### src/core/tdt_params.svh
// Purpose: named constants of the delay timer block
// Assumes: 20 MHz system clock
// Notes:   offsets are byte addresses on the APB side
`ifndef TDT_PARAMS_SVH
`define TDT_PARAMS_SVH

// ----------------------------------------------------------------
// clock and time base
// ----------------------------------------------------------------
`define TDT_CLK_PERIOD_NS   50
`define TDT_STEP_S_NS       10000000
`define TDT_CENTI_LAST      7'd99
`define TDT_SEC_LAST        6'd59

// ----------------------------------------------------------------
// register offsets
// ----------------------------------------------------------------
`define TDT_OFS_CTRL        8'h00
`define TDT_OFS_HIGH_DELAY  8'h04
`define TDT_OFS_LOW_DELAY   8'h08
`define TDT_OFS_SRC         8'h0C
`define TDT_OFS_STATUS      8'h10
`define TDT_OFS_ELAPSED     8'h14

// ----------------------------------------------------------------
// field positions
// ----------------------------------------------------------------
`define TDT_F_MODE          2:0
`define TDT_F_BASE          4:3
`define TDT_B_INV_TRG       5
`define TDT_B_INV_CLR       6
`define TDT_B_RETAIN        7
`define TDT_B_SRC_EXT       8
`define TDT_F_DLY_LO        6:0
`define TDT_F_DLY_UP        14:8
`define TDT_F_BLOCK         7:0
`define TDT_F_ELAPSED       13:0
`define TDT_F_SRC_VAL       13:0
`define TDT_F_OVF           15:14
`define TDT_F_STATUS        2:0

// ----------------------------------------------------------------
// reset values and limits
// ----------------------------------------------------------------
`define TDT_CTRL_RST        9'h000
`define TDT_DLY_RST         7'h00
`define TDT_BLOCK_RST       8'h00
`define TDT_UP_MAX          7'd99
`define TDT_LO_MAX_S        7'd99
`define TDT_LO_MAX_MH       7'd59
`define TDT_MUL_S           14'd100
`define TDT_MUL_MH          14'd60
`define TDT_EXT_MAX_S       14'd9999
`define TDT_EXT_MAX_MH      14'd5999
`define TDT_SAT             14'h3FFF

`endif

### src/core/tdt_pkg.sv
// Purpose: types shared by the delay timer block
// Assumes: nothing beyond the params header
// Notes:   unlisted base code 2'b11 behaves as seconds, but clamps an external delay to the minute/hour limit
package tdt_pkg;

   // ----------------------------------------------------------------
   // timer function modes
   // ----------------------------------------------------------------
   typedef enum logic [2:0] {
      TDT_MODE_ON    = 3'b000,
      TDT_MODE_OFF   = 3'b001,
      TDT_MODE_ONOFF = 3'b010,
      TDT_MODE_RETON = 3'b011,
      TDT_MODE_WIPE  = 3'b100
   } tdt_mode_e;

   // ----------------------------------------------------------------
   // time bases
   // ----------------------------------------------------------------
   typedef enum logic [1:0] {
      TDT_BASE_S = 2'b00,
      TDT_BASE_M = 2'b01,
      TDT_BASE_H = 2'b10
   } tdt_base_e;

   typedef logic [13:0] tdt_steps_t;

endpackage : tdt_pkg

### src/core/tdt_timer.sv
// Purpose: configurable delay timer function with APB registers
// Assumes: trigger, clear and power inputs come from logic on clk
// Notes:   time is counted in steps of the selected base; the first
//          step after a start may be short by up to one step
//
// Notes on behaviour
// - on-delay: rising trigger restarts elapsed time
// - on-delay: output high when delay reached
// - on-delay: early trigger fall clears elapsed time
// - on-delay: output low while trigger low
// - three time bases with clamped maxima
// - delay may come from another block
// - off-delay: rising trigger sets output at once
// - off-delay: falling trigger restarts, expiry clears
// - off-delay: each new pulse restarts timing
// - off-delay: clear zeroes all, beats trigger
// - on/off: rise starts high delay, expiry sets output
// - on/off: early fall cancels high delay
// - on/off: fall starts low delay, expiry clears output
// - on/off: early rise cancels low delay
// - retentive: rise starts, output set on expiry
// - retentive: later pulses leave timing alone
// - retentive: clear, a control write or a restore without retention resets; clear beats trigger
// - power restore clears unless retentive is set
// - wiping: pulse sets output until expiry
// - wiping: trigger fall drops output at once
// - delay held as two fields per base
// - trigger and clear inputs individually invertible
//
// Design decisions made here: the register addresses and the APB slave port.
`timescale 1ns/1ps
`include "tdt_params.svh"

module tdt_timer #(
   parameter int unsigned CYC_10MS = `TDT_STEP_S_NS / `TDT_CLK_PERIOD_NS
) (
   input  wire logic        clk,
   input  wire logic        srst,
   input  wire logic        psel,
   input  wire logic        penable,
   input  wire logic        pwrite,
   input  wire logic [7:0]  paddr,
   input  wire logic [31:0] pwdata,
   output logic [31:0]      prdata,
   output logic             pready,
   output logic             pslverr,
   input  wire logic        trg_in,
   input  wire logic        clr_in,
   input  wire logic        pwr_lost,
   input  wire logic [15:0] src_value,
   output logic [7:0]       src_block,
   output logic             q_out
);
   import tdt_pkg::*;

   // ----------------------------------------------------------------
   // configuration registers
   // ----------------------------------------------------------------
   tdt_mode_e   mode_reg;
   tdt_base_e   base_reg;
   logic        inv_trg_reg;
   logic        inv_clr_reg;
   logic        retain_reg;
   logic        src_ext_reg;
   logic [6:0]  hi_up_reg;
   logic [6:0]  hi_lo_reg;
   logic [6:0]  lo_up_reg;
   logic [6:0]  lo_lo_reg;
   logic [7:0]  block_reg;
   logic [31:0] prdata_reg;

   // timer state
   logic        q_reg;
   logic        run_reg;
   logic        phase_low_reg;
   tdt_steps_t  elapsed_reg;
   logic        trg_prev_reg;
   logic        pwr_prev_reg;

   // combinational helpers
   logic        wr_en;
   logic        rd_setup;
   logic        addr_hit;
   logic        ctrl_clr;
   logic        trg_eff;
   logic        clr_eff;
   logic        trg_rise;
   logic        trg_fall;
   logic        restore;
   logic        hold_ok;
   logic        tick;
   logic        tick_10ms;
   logic        tick_1s;
   logic        tick_1min;
   logic        reached;
   tdt_steps_t  high_tgt;
   tdt_steps_t  low_tgt;
   tdt_steps_t  ext_tgt;
   tdt_steps_t  target;

   // ----------------------------------------------------------------
   // decoding helpers
   // ----------------------------------------------------------------
   // two-field delay decode
   function automatic tdt_steps_t tdt_steps(input tdt_base_e b,
                                            input logic [6:0] up,
                                            input logic [6:0] lo);
      logic [6:0] up_c;
      logic [6:0] lo_c;
      up_c = (up > `TDT_UP_MAX) ? `TDT_UP_MAX : up;
      lo_c = lo;
      case (b)
         TDT_BASE_M, TDT_BASE_H: begin
            if (lo > `TDT_LO_MAX_MH) lo_c = `TDT_LO_MAX_MH;
            tdt_steps = 14'(up_c) * `TDT_MUL_MH + 14'(lo_c);
         end
         default: begin
            if (lo > `TDT_LO_MAX_S) lo_c = `TDT_LO_MAX_S;
            tdt_steps = 14'(up_c) * `TDT_MUL_S + 14'(lo_c);
         end
      endcase
   endfunction : tdt_steps

   // address decode, shared by write enable and error answer
   function automatic logic tdt_mapped(input logic [7:0] a);
      case (a)
         `TDT_OFS_CTRL, `TDT_OFS_HIGH_DELAY, `TDT_OFS_LOW_DELAY,
         `TDT_OFS_SRC, `TDT_OFS_STATUS, `TDT_OFS_ELAPSED: tdt_mapped = 1'b1;
         default: tdt_mapped = 1'b0;
      endcase
   endfunction : tdt_mapped

   // ----------------------------------------------------------------
   // APB slave
   // ----------------------------------------------------------------
   // zero wait states: read data is captured in the setup cycle
   assign addr_hit = tdt_mapped(paddr);
   assign wr_en    = psel && penable && pwrite && addr_hit;
   assign rd_setup = psel && !penable && !pwrite;
   assign pready   = 1'b1;
   assign pslverr  = psel && penable && !addr_hit;
   assign prdata   = prdata_reg;
   assign ctrl_clr = wr_en && (paddr == `TDT_OFS_CTRL);

   // control register; a write restarts the timer from idle
   always_ff @(posedge clk) begin
      if (srst) begin
         {src_ext_reg, retain_reg, inv_clr_reg, inv_trg_reg} <= 4'h0;
         mode_reg <= TDT_MODE_ON;
         base_reg <= TDT_BASE_S;
      end else if (ctrl_clr) begin
         mode_reg    <= tdt_mode_e'(pwdata[`TDT_F_MODE]);
         base_reg    <= tdt_base_e'(pwdata[`TDT_F_BASE]);
         inv_trg_reg <= pwdata[`TDT_B_INV_TRG];
         inv_clr_reg <= pwdata[`TDT_B_INV_CLR];
         retain_reg  <= pwdata[`TDT_B_RETAIN];
         src_ext_reg <= pwdata[`TDT_B_SRC_EXT];
      end
   end

   // delay and source registers; stored raw, clamped on use
   always_ff @(posedge clk) begin
      if (srst) begin
         hi_up_reg <= `TDT_DLY_RST;
         hi_lo_reg <= `TDT_DLY_RST;
         lo_up_reg <= `TDT_DLY_RST;
         lo_lo_reg <= `TDT_DLY_RST;
         block_reg <= `TDT_BLOCK_RST;
      end else if (wr_en) begin
         case (paddr)
            `TDT_OFS_HIGH_DELAY: begin
               hi_up_reg <= pwdata[`TDT_F_DLY_UP];
               hi_lo_reg <= pwdata[`TDT_F_DLY_LO];
            end
            `TDT_OFS_LOW_DELAY: begin
               lo_up_reg <= pwdata[`TDT_F_DLY_UP];
               lo_lo_reg <= pwdata[`TDT_F_DLY_LO];
            end
            `TDT_OFS_SRC: block_reg <= pwdata[`TDT_F_BLOCK];
            default: ;
         endcase
      end
   end

   // read mux; unmapped reads return zero
   always_ff @(posedge clk) begin
      if (srst) begin
         prdata_reg <= 32'h00000000;
      end else if (rd_setup) begin
         prdata_reg <= 32'h00000000;
         case (paddr)
            `TDT_OFS_CTRL: begin
               prdata_reg[`TDT_F_MODE]    <= mode_reg;
               prdata_reg[`TDT_F_BASE]    <= base_reg;
               prdata_reg[`TDT_B_INV_TRG] <= inv_trg_reg;
               prdata_reg[`TDT_B_INV_CLR] <= inv_clr_reg;
               prdata_reg[`TDT_B_RETAIN]  <= retain_reg;
               prdata_reg[`TDT_B_SRC_EXT] <= src_ext_reg;
            end
            `TDT_OFS_HIGH_DELAY: begin
               prdata_reg[`TDT_F_DLY_UP] <= hi_up_reg;
               prdata_reg[`TDT_F_DLY_LO] <= hi_lo_reg;
            end
            `TDT_OFS_LOW_DELAY: begin
               prdata_reg[`TDT_F_DLY_UP] <= lo_up_reg;
               prdata_reg[`TDT_F_DLY_LO] <= lo_lo_reg;
            end
            `TDT_OFS_SRC:     prdata_reg[`TDT_F_BLOCK] <= block_reg;
            `TDT_OFS_STATUS:  prdata_reg[`TDT_F_STATUS] <= {phase_low_reg, run_reg, q_reg};
            `TDT_OFS_ELAPSED: prdata_reg[`TDT_F_ELAPSED] <= elapsed_reg;
            default: ;
         endcase
      end
   end

   // ----------------------------------------------------------------
   // inputs, edges and time base
   // ----------------------------------------------------------------
   // per-input inversion
   assign trg_eff = trg_in ^ inv_trg_reg;
   assign clr_eff = clr_in ^ inv_clr_reg;

   always_ff @(posedge clk) begin
      if (srst) begin
         trg_prev_reg <= 1'b0;
         pwr_prev_reg <= 1'b0;
      end else begin
         trg_prev_reg <= trg_eff;
         pwr_prev_reg <= pwr_lost;
      end
   end
   assign trg_rise = trg_eff && !trg_prev_reg;
   assign trg_fall = !trg_eff && trg_prev_reg;
   assign restore  = pwr_prev_reg && !pwr_lost;
   assign hold_ok  = !pwr_lost && !restore && !ctrl_clr;

   tdt_tick_gen #(
      .CYC_10MS (CYC_10MS)
   ) u_ticks (
      .clk       (clk),
      .srst      (srst),
      .tick_10ms (tick_10ms),
      .tick_1s   (tick_1s),
      .tick_1min (tick_1min)
   );

   always_comb begin
      case (base_reg)
         TDT_BASE_M: tick = tick_1s;
         TDT_BASE_H: tick = tick_1min;
         default:    tick = tick_10ms;
      endcase
   end

   assign src_block = block_reg;
   assign ext_tgt   = (src_value[`TDT_F_OVF] != 2'b00) ? `TDT_SAT : src_value[`TDT_F_SRC_VAL];
   assign high_tgt  = src_ext_reg ?
                      ((base_reg == TDT_BASE_S) ?
                       ((ext_tgt > `TDT_EXT_MAX_S) ? `TDT_EXT_MAX_S : ext_tgt) :
                       ((ext_tgt > `TDT_EXT_MAX_MH) ? `TDT_EXT_MAX_MH : ext_tgt)) :
                      tdt_steps(base_reg, hi_up_reg, hi_lo_reg);
   assign low_tgt   = tdt_steps(base_reg, lo_up_reg, lo_lo_reg);
   assign target    = (mode_reg == TDT_MODE_ONOFF && phase_low_reg) ? low_tgt : high_tgt;
   // >= so a delay lowered mid-run still ends the run
   assign reached   = run_reg && (elapsed_reg >= target);
   assign q_out     = q_reg;

   // ----------------------------------------------------------------
   // timer core
   // ----------------------------------------------------------------
   // later assignments in the case override the plain step count
   always_ff @(posedge clk) begin
      if (srst) begin
         q_reg         <= 1'b0;
         run_reg       <= 1'b0;
         phase_low_reg <= 1'b0;
         elapsed_reg   <= '0;
      end else if (restore) begin
         if (!retain_reg) begin
            q_reg         <= 1'b0;
            run_reg       <= 1'b0;
            phase_low_reg <= 1'b0;
            elapsed_reg   <= '0;
         end
      end else if (pwr_lost) begin
         q_reg <= q_reg;  // frozen while power is away
      end else if (ctrl_clr) begin
         q_reg         <= 1'b0;
         run_reg       <= 1'b0;
         phase_low_reg <= 1'b0;
         elapsed_reg   <= '0;
      end else begin
         if (run_reg && !reached && tick) begin
            elapsed_reg <= elapsed_reg + 14'h0001;
         end
         case (mode_reg)
            TDT_MODE_ON: begin
               if (!trg_eff) begin
                  q_reg       <= 1'b0;
                  run_reg     <= 1'b0;
                  elapsed_reg <= '0;
               end else if (trg_rise) begin
                  run_reg     <= 1'b1;
                  elapsed_reg <= '0;
               end else if (reached) begin
                  q_reg   <= 1'b1;
                  run_reg <= 1'b0;
               end
            end
            TDT_MODE_OFF: begin
               if (clr_eff) begin
                  q_reg       <= 1'b0;
                  run_reg     <= 1'b0;
                  elapsed_reg <= '0;
               end else if (trg_rise) begin
                  q_reg       <= 1'b1;
                  run_reg     <= 1'b0;
                  elapsed_reg <= '0;
               end else if (trg_fall && q_reg) begin
                  run_reg     <= 1'b1;
                  elapsed_reg <= '0;
               end else if (reached) begin
                  q_reg   <= 1'b0;
                  run_reg <= 1'b0;
               end
            end
            TDT_MODE_ONOFF: begin
               if (trg_rise || trg_fall) begin
                  elapsed_reg   <= '0;
                  run_reg       <= (trg_rise != q_reg);
                  phase_low_reg <= trg_fall;
               end else if (reached) begin
                  q_reg   <= !phase_low_reg;
                  run_reg <= 1'b0;
               end
            end
            TDT_MODE_RETON: begin
               if (clr_eff) begin
                  q_reg       <= 1'b0;
                  run_reg     <= 1'b0;
                  elapsed_reg <= '0;
               end else if (trg_rise && !run_reg && !q_reg) begin
                  run_reg     <= 1'b1;
                  elapsed_reg <= '0;
               end else if (reached) begin
                  q_reg   <= 1'b1;
                  run_reg <= 1'b0;
               end
            end
            TDT_MODE_WIPE: begin
               if (!trg_eff) begin
                  q_reg       <= 1'b0;
                  run_reg     <= 1'b0;
                  elapsed_reg <= '0;
               end else if (trg_rise) begin
                  q_reg       <= 1'b1;
                  run_reg     <= 1'b1;
                  elapsed_reg <= '0;
               end else if (reached) begin
                  q_reg   <= 1'b0;
                  run_reg <= 1'b0;
               end
            end
            default: begin
               q_reg   <= 1'b0;
               run_reg <= 1'b0;
            end
         endcase
      end
   end

   // ----------------------------------------------------------------
   // assertions
   // ----------------------------------------------------------------
   a_ondly_start: assert property (@(posedge clk) disable iff (srst)
      (mode_reg == TDT_MODE_ON && trg_rise && hold_ok) |=> (run_reg && elapsed_reg == 14'h0000))
      else $error("on-delay did not restart on rising trigger");

   a_ondly_fire: assert property (@(posedge clk) disable iff (srst)
      (mode_reg == TDT_MODE_ON && reached && trg_eff && !trg_rise && hold_ok) |=> q_reg)
      else $error("on-delay output not set at expiry");

   a_ondly_low: assert property (@(posedge clk) disable iff (srst)
      (mode_reg == TDT_MODE_ON && !trg_eff && hold_ok) |=> (!q_reg && !run_reg))
      else $error("on-delay output high with trigger low");

   a_offdly_rise: assert property (@(posedge clk) disable iff (srst)
      (mode_reg == TDT_MODE_OFF && trg_rise && !clr_eff && hold_ok) |=> q_reg)
      else $error("off-delay output not set on rising trigger");

   a_offdly_fall: assert property (@(posedge clk) disable iff (srst)
      (mode_reg == TDT_MODE_OFF && trg_fall && q_reg && !clr_eff && hold_ok)
      |=> (q_reg && run_reg && elapsed_reg == 14'h0000))
      else $error("off-delay did not restart on falling trigger");

   a_offdly_clear: assert property (@(posedge clk) disable iff (srst)
      (mode_reg == TDT_MODE_OFF && clr_eff && hold_ok) |=> (!q_reg && elapsed_reg == 14'h0000))
      else $error("off-delay clear did not win");

   a_onoff_cancel: assert property (@(posedge clk) disable iff (srst)
      (mode_reg == TDT_MODE_ONOFF && trg_fall && !q_reg && hold_ok) |=> (!run_reg && !q_reg))
      else $error("on/off high delay not cancelled");

   a_reton_ignore: assert property (@(posedge clk) disable iff (srst)
      (mode_reg == TDT_MODE_RETON && run_reg && !reached && trg_rise && !clr_eff && hold_ok)
      |=> (run_reg && elapsed_reg >= $past(elapsed_reg)))
      else $error("retentive timing disturbed by trigger");

   a_wipe_fall: assert property (@(posedge clk) disable iff (srst)
      (mode_reg == TDT_MODE_WIPE && trg_fall && hold_ok) |=> !q_reg)
      else $error("wiping output not dropped on falling trigger");

   a_power_clear: assert property (@(posedge clk) disable iff (srst)
      (restore && !retain_reg) |=> (!q_reg && elapsed_reg == 14'h0000 && !run_reg))
      else $error("state kept after power restore without retention");

endmodule : tdt_timer

### src/core/tdt_tick_gen.sv
// Purpose: free running prescaler giving 10 ms, 1 s and 1 min ticks
// Assumes: clk at 20 MHz, srst synchronous active high
// Notes:   ticks are one-cycle pulses from flip-flops
`timescale 1ns/1ps
`include "tdt_params.svh"

module tdt_tick_gen #(
   parameter int unsigned CYC_10MS = `TDT_STEP_S_NS / `TDT_CLK_PERIOD_NS
) (
   input  wire logic clk,
   input  wire logic srst,
   output logic      tick_10ms,
   output logic      tick_1s,
   output logic      tick_1min
);

   logic [17:0] cyc_reg;
   logic [6:0]  centi_reg;
   logic [5:0]  sec_reg;
   logic        cyc_wrap;

   assign cyc_wrap = (cyc_reg == 18'(CYC_10MS - 1));

   // ----------------------------------------------------------------
   // cascaded counters
   // ----------------------------------------------------------------
   // cycle divider down to the 10 ms step
   always_ff @(posedge clk) begin
      if (srst) begin
         cyc_reg <= '0;
      end else if (cyc_wrap) begin
         cyc_reg <= '0;
      end else begin
         cyc_reg <= cyc_reg + 18'h00001;
      end
   end

   // hundredths then seconds; ticks registered so they align with counters
   always_ff @(posedge clk) begin
      if (srst) begin
         centi_reg <= '0;
         sec_reg   <= '0;
         tick_10ms <= 1'b0;
         tick_1s   <= 1'b0;
         tick_1min <= 1'b0;
      end else begin
         tick_10ms <= cyc_wrap;
         tick_1s   <= cyc_wrap && (centi_reg == `TDT_CENTI_LAST);
         tick_1min <= cyc_wrap && (centi_reg == `TDT_CENTI_LAST) &&
                      (sec_reg == `TDT_SEC_LAST);
         if (cyc_wrap) begin
            if (centi_reg == `TDT_CENTI_LAST) begin
               centi_reg <= '0;
               sec_reg   <= (sec_reg == `TDT_SEC_LAST) ? 6'h00 : sec_reg + 6'h01;
            end else begin
               centi_reg <= centi_reg + 7'h01;
            end
         end
      end
   end

endmodule : tdt_tick_gen

### config.mk
export PLATFORM = sky130hd
export DESIGN_NAME = tdt_timer
export DESIGN_NICKNAME = d
export VERILOG_FILES = /design/src/core/tdt_pkg.sv /design/src/core/tdt_timer.sv /design/src/core/tdt_tick_gen.sv
export VERILOG_INCLUDE_DIRS = /design/src /design/src/core
export SDC_FILE = /design/constraint.sdc
export NUM_CORES = 1
export LEC_CHECK = 0
export BUFFER_PORTS_ARGS = -buffer_cell sky130_fd_sc_hd__buf_4
export CORE_MARGIN = 8
export CORE_UTILIZATION = 40
export DETAILED_ROUTE_END_ITERATION = 8
export GPL_TIMING_DRIVEN = 0
export MAX_ROUTING_LAYER = met4
export PLACE_DENSITY = 0.56
export SLEW_MARGIN = 40
export SYNTH_ARGS = -nofsm -noshare
export SYNTH_HDL_FRONTEND = slang
export SYNTH_SLANG_ARGS = --single-unit
### constraint.sdc
create_clock -name clk -period 15.05 [get_ports clk]
set_input_delay 3.01 -clock clk [delete_from_list [all_inputs] [get_ports clk]]
set_output_delay 3.01 -clock clk [all_outputs]
set_load 0.02 [all_outputs]
; After elaboration in Yosys (flattened, before gate mapping)
; Cells that the tools add are included.
[word_totals]
register_bits = 113
in_bits = 64
output_inout_bits = 43
elab_cells = 194
[op_classes]
addsub = 8
mul = 4
magnitude_cmp = 9
n_eq_ne = 22
muxes = 78
n_bitwise = 2
reduce_logical = 47
[op_table]
columns = op, count
row1 = two-way mux 14 bit, 21
row2 = two-way mux 7 bit, 11
row3 = one-hot mux 14 bit (4 select lines), 1
row4 = two-way mux 1 bit, 35
row5 = adder 13 x 7 -> 14 bit, 2
row6 = adder 14 x 7 -> 14 bit, 2
row7 = "greater-than comparator 7 bit, second input constant", 4
row8 = "multiplier 7 x 5 -> 12 bit, second input constant", 2
row9 = "multiplier 7 x 4 -> 11 bit, second input constant", 2
row10 = one-hot mux 4 bit (5 select lines), 1
row11 = logical AND 1 bit, 19
row12 = "adder 18 x 1 -> 18 bit, second input constant", 1
row13 = "== test 18 bit, second input constant", 1
row14 = one-hot mux 3 bit (6 select lines), 1
row15 = "== test 8 x 4 -> 1 bit, second input constant", 2
row16 = "== test 8 x 5 -> 1 bit, second input constant", 2
row17 = one-hot mux 5 bit (3 select lines), 1
row18 = "adder 14 x 1 -> 14 bit, second input constant", 1
row19 = >= comparator 14 bit, 1
row20 = "greater-than comparator 14 x 13 -> 1 bit, second input constant", 1
row21 = "greater-than comparator 14 bit, second input constant", 1
row22 = "greater-than comparator 7 x 6 -> 1 bit, second input constant", 2
row23 = zero test 1 bit, 10
row24 = "!= test 5 bit, second input constant", 2
row25 = 32 further kinds, 44

; Logic depth before layout (Yosys ltp)
[depth]
word_depth = 20
mapped_depth = 26
ltp_nobuf = 26

; Cells and area by module
; Synthesis repeated with hierarchy kept, for this count alone.
[unflattened]
hier_cells = 1255
hier_area_um2 = 10208.5
[by_module_without_submodules]
columns = module, n_inst, cells_each, area_each_um2, seq_area_each_um2
row1 = tdt_timer, 1, 1069, 8574.5, 1581.5
row2 = tdt_tick_gen, 1, 186, 1634.1, 680.7

; Worst setup path after synthesis
; OpenSTA, ideal clock, no wires.
[synth_timing]
path_kind = input-to-output
start = input port paddr[0]
end = output port pslverr
arrival_time_ns = 4.072
t_required_ns = 12.040
slack_ns = 7.968
path_stages = 4
n_path_buf = 0
cell_sequence = or4_1 or2_2 a21oi_1 nor2_1
[synth_via]
elab_chain_len = 5
word_cells_on_any_way = 10
classes_between = eq/ne (5) / mux (1) / reduce/logical (4)
[synth_rtl]
columns = element, line
row1 = "start, declared", tdt_timer.sv:42  ; input wire logic [7:0] paddr,
row2 = == test 8 x 4 -> 1 bit (tied with other cells), tdt_timer.sv:126  ; case (a)
row3 = OR reduction 6 bit *, tdt_timer.sv:126
row4 = two-way mux 1 bit *, tdt_timer.sv:126
row5 = zero test 1 bit *, tdt_timer.sv:141  ; assign pslverr = psel && penable && !addr_hit;
row6 = logical AND 1 bit *, tdt_timer.sv:141
row7 = "end, declared", tdt_timer.sv:46  ; output logic pslverr,
; Mark *: on every way between the ends. The rest lies on a longest branch, timed or not.

; Worst setup path in the final report
; Same ends and word-level chain as after synthesis.

==> impl_metrics.toml <==
[clocking]
cts_htree_levels = 4
cts_hold_buf = 0
cts_sinks = 113
worstSkewPairLatency_ns = 0.41
cts_resized = 0
clock-root-buffer = "clkbuf_16"
clockBufferDepth = 2
path_clk_slew_ns = 0.06
numCtsBuffers = 17
postCtsSetupBuffers = 0
cts_tree = "built"

[finish]
area_growth_pct = 16.19
fillers = 2565
drive_above_1_share_pct = 12.27
largest_register_ffs = 18
antenna-diode-count = 0
layout.nets = 1582
finalInstanceArea_mm2 = 0.01169

[drt]
postRouteAntennaNets = 0
top_layer = "met4"
drtIter0Drc = 643
wl_met2_mm = 13.50
drc_errors = 0
drt_wl_total_mm = 30.09
wl_per_cell_um = 17.53
routed_via_density = 5.507
drtPass1Iterations = 5
wl_met3_mm = 1.995
wl_met1_mm = 13.82
via_count = 9450

[worst_setup_path]
r2r_cells = 23
critical-path-max-stage-delay_ns = 0.55
crit_path_end_kind = "output pin"
crit_chain = "buf_4, or4_1, or2_2, a21oi_1, nor2_1, buf_4"
critPathKind = "primary input to output pin"
critPathLaunchType = "primary input"
worstReg2RegStart = "lo_up_reg[3]"
crit_path_frequent_cell = "buf_4"
cp_top_family = "simple AND/OR/NAND/NOR gates"
rrSetupSlack_ns = 8.26
critPathLaunch = "paddr[0]"
worstSetupEndpoint = "pslverr"
r2r_end = "q_out"
path_max_fanout = 3
cp.arrival_ns = 4.31
crit_required_ns = 12.04
slowest_stage = "or4_1"
cp_num_buf_inv = 2
crit_cells = 6

[timing]
finalSetupViolations = 0
setup_slack_ns = 7.733
max-slew-margin-rel_pct = 51.63
rsz0062_at_grt = "false"
tightest_slew_ns = 0.7255
drv_slew = 0
fin_crit_sh_pct = 48.62
finalSetupTns_ns = 0
hold_viol = 0
finClkSkew_ns = 0.008097
fmax_ghz = 0.1367
post-route-min-period_ns = 7.317

[floorplan]
dieHeight_um = 174.6
dieWidth_um = 174.6
start_util_pct = 40.30
die-area_mm2 = 0.03048
io_pins = 107
rows = 58
core_mm2 = 0.02496

[placed_design]
hpwlAfterDp_mm = 24.20
place_area_mm2 = 0.01106
dp_slack_ns = 7.730
gp_congestion = 0.9256
io_buffers = 69

[pwr]
intPower_w = 0.0006113
swShare_pct = 22.58
combPwrFrac_pct = 6.9
peakVddDrop_uv = 65.53
sequentialPowerShare_pct = 38.5
p_leak_nw = 5.311
p_sw_w = 0.0001783
p_per_area_mw_per_mm2 = 67.56
clkPwrFrac_pct = 54.5

[logic_synthesis]
synth_area_leader_cell = "dfxtp_1"
synthCells = 1268
yosys_warnings = 0
yosys.cell_types.count = 78
synth.top_cells.by_count = "nor2_1 (142), ha_1 (116), dfxtp_1 (113)"
synth-edff-count = 0
ys_seq_area_share_pct = 22.49
synthArstFlopShare_pct = 0
synth_area_leaders = "dfxtp_1 (22%), ha_1 (14%), a21oi_1 (5.5%)"
syn_area_mm2 = 0.01006
ys_seq_elements = 113
yosys_most_used_dff = "dfxtp_1"
synth_area_per_cell_um2 = 7.933
synth.most_common_cell = "nor2_1"
netlist.area_leader.share_pct = 22.49

[grt]
grt_use_total_pct = 20.17
antenna_found_initial = 0
grt_overflow_total = 0
grt_max_degree = 17
grt_pass1_vias = 9246
grt_pass1_wl_mm = 48.69

[min_path]
hold_class = "register to register"

[run_status]
status = "finished clean"

[run]
maxCapViolCount = 0
## layout by cell type (no fill, tap or decap), types with 7 or more instances in the layout
master     netlist  layout
xnor2_1         46      46
nand2_1        105     105
nor2b_1         13      13
buf_4           20      89
and2_1          11      11
clkbuf_1        43      43
o31ai_1          9       9
nor3_1          20      20
nand3_1         69      69
a211oi_1        16      16
buf_2           15      16
and3_1          17      17
dfxtp_1        113     113
clkbuf_16        0      17
a21o_1          16      16
xor2_1          36      36
inv_1           58      58
conb_1           2      20
a21oi_1        110     110
nor2_1         142     142
mux2i_1         16      16
ha_1           116     116
o21ai_0         51      51
a22oi_1         13      13
o211ai_1         9       9
or2_2           16      16
nand2b_1        10      10
nand4_1         12      12
a221oi_1         7       7
fa_1            27      27
a31oi_1         16      16
o21bai_1         7       7
## worst min-delay path by stage
stage	startpoint	to	slack, ns	cells after the start
2_1_floorplan	u_ticks.cyc_reg[0]	u_ticks.cyc_reg[0]	0.42	1
3_3_place_gp	u_ticks.cyc_reg[0]	u_ticks.cyc_reg[0]	0.44	1
3_5_place_dp	u_ticks.cyc_reg[0]	u_ticks.cyc_reg[0]	0.45	1
4_1_cts	u_ticks.cyc_reg[0]	u_ticks.cyc_reg[0]	0.45	1
5_1_grt	u_ticks.cyc_reg[0]	u_ticks.cyc_reg[0]	0.48	1
6_report	u_ticks.cyc_reg[0]	u_ticks.cyc_reg[0]	0.45	1
## through the flow
step	hold slack, ns	util [%]	total power [W]	instances
floorplan	0.4175	-	0.0003410	1286
global placement	0.4358	44.30	0.0003650	1685
detailed placement	0.4465	44.30	0.0003650	1685
CTS	0.4547	46.80	0.0007932	1715
global route	0.4774	46.82	0.0008118	1716
finish	0.4529	46.82	0.0007896	1716
## cell families (layout without fill, tap and decap cells)
kind of cell / count (synthesis) / after routing / share of synthesized area, %
AO/OA/AOI/OAI: 317 / 317 / 20.58
XOR/XNOR: 82 / 82 / 7.139
adder cells (fa/ha/maj): 143 / 143 / 19.80
buffers and inverters: 140 / 240 / 6.318
flip-flops: 113 / 113 / 22.49
multiplexers: 21 / 21 / 2.264
other: 2 / 20 / 0.07465
AND/OR/NAND/NOR: 450 / 450 / 21.33
## per-layer routing
| layer | global-route usage [%] | vias up |
|---|---|---|
| met4 | 6.394 | 0 |
| met5 | - | - |
| li1 | - | 4721 |
| met2 | 31.37 | 280 |
| met3 | 4.490 | 43 |
| met1 | 25.74 | 4406 |
## final cells by class
cell class	instances	area, µm²	share of cell area (%)
Multi-Input combinational cell	1033	7229	61.85
Sequential cell	113	2262	19.35
Timing Repair Buffer	70	523.0	4.474
Clock buffer	20	466.7	3.993
Buffer	81	414.1	3.543
Tap cell	330	412.9	3.532
Inverter	59	221.5	1.895
Clock inverter	10	158.9	1.359
## power groups by stage
stage / Combinational (W) / Sequential, W / Clock (W)
floorplan: 0.0000295 / 0.000312 / 0
CTS: 0.0000545 / 0.000304 / 0.000434
detailed placement: 0.0000543 / 0.000311 / 0
global placement: 0.0000544 / 0.000311 / 0
global route: 0.0000594 / 0.000304 / 0.000448
finish: 0.0000546 / 0.000304 / 0.000431
Power figures use the tool's default switching activity.
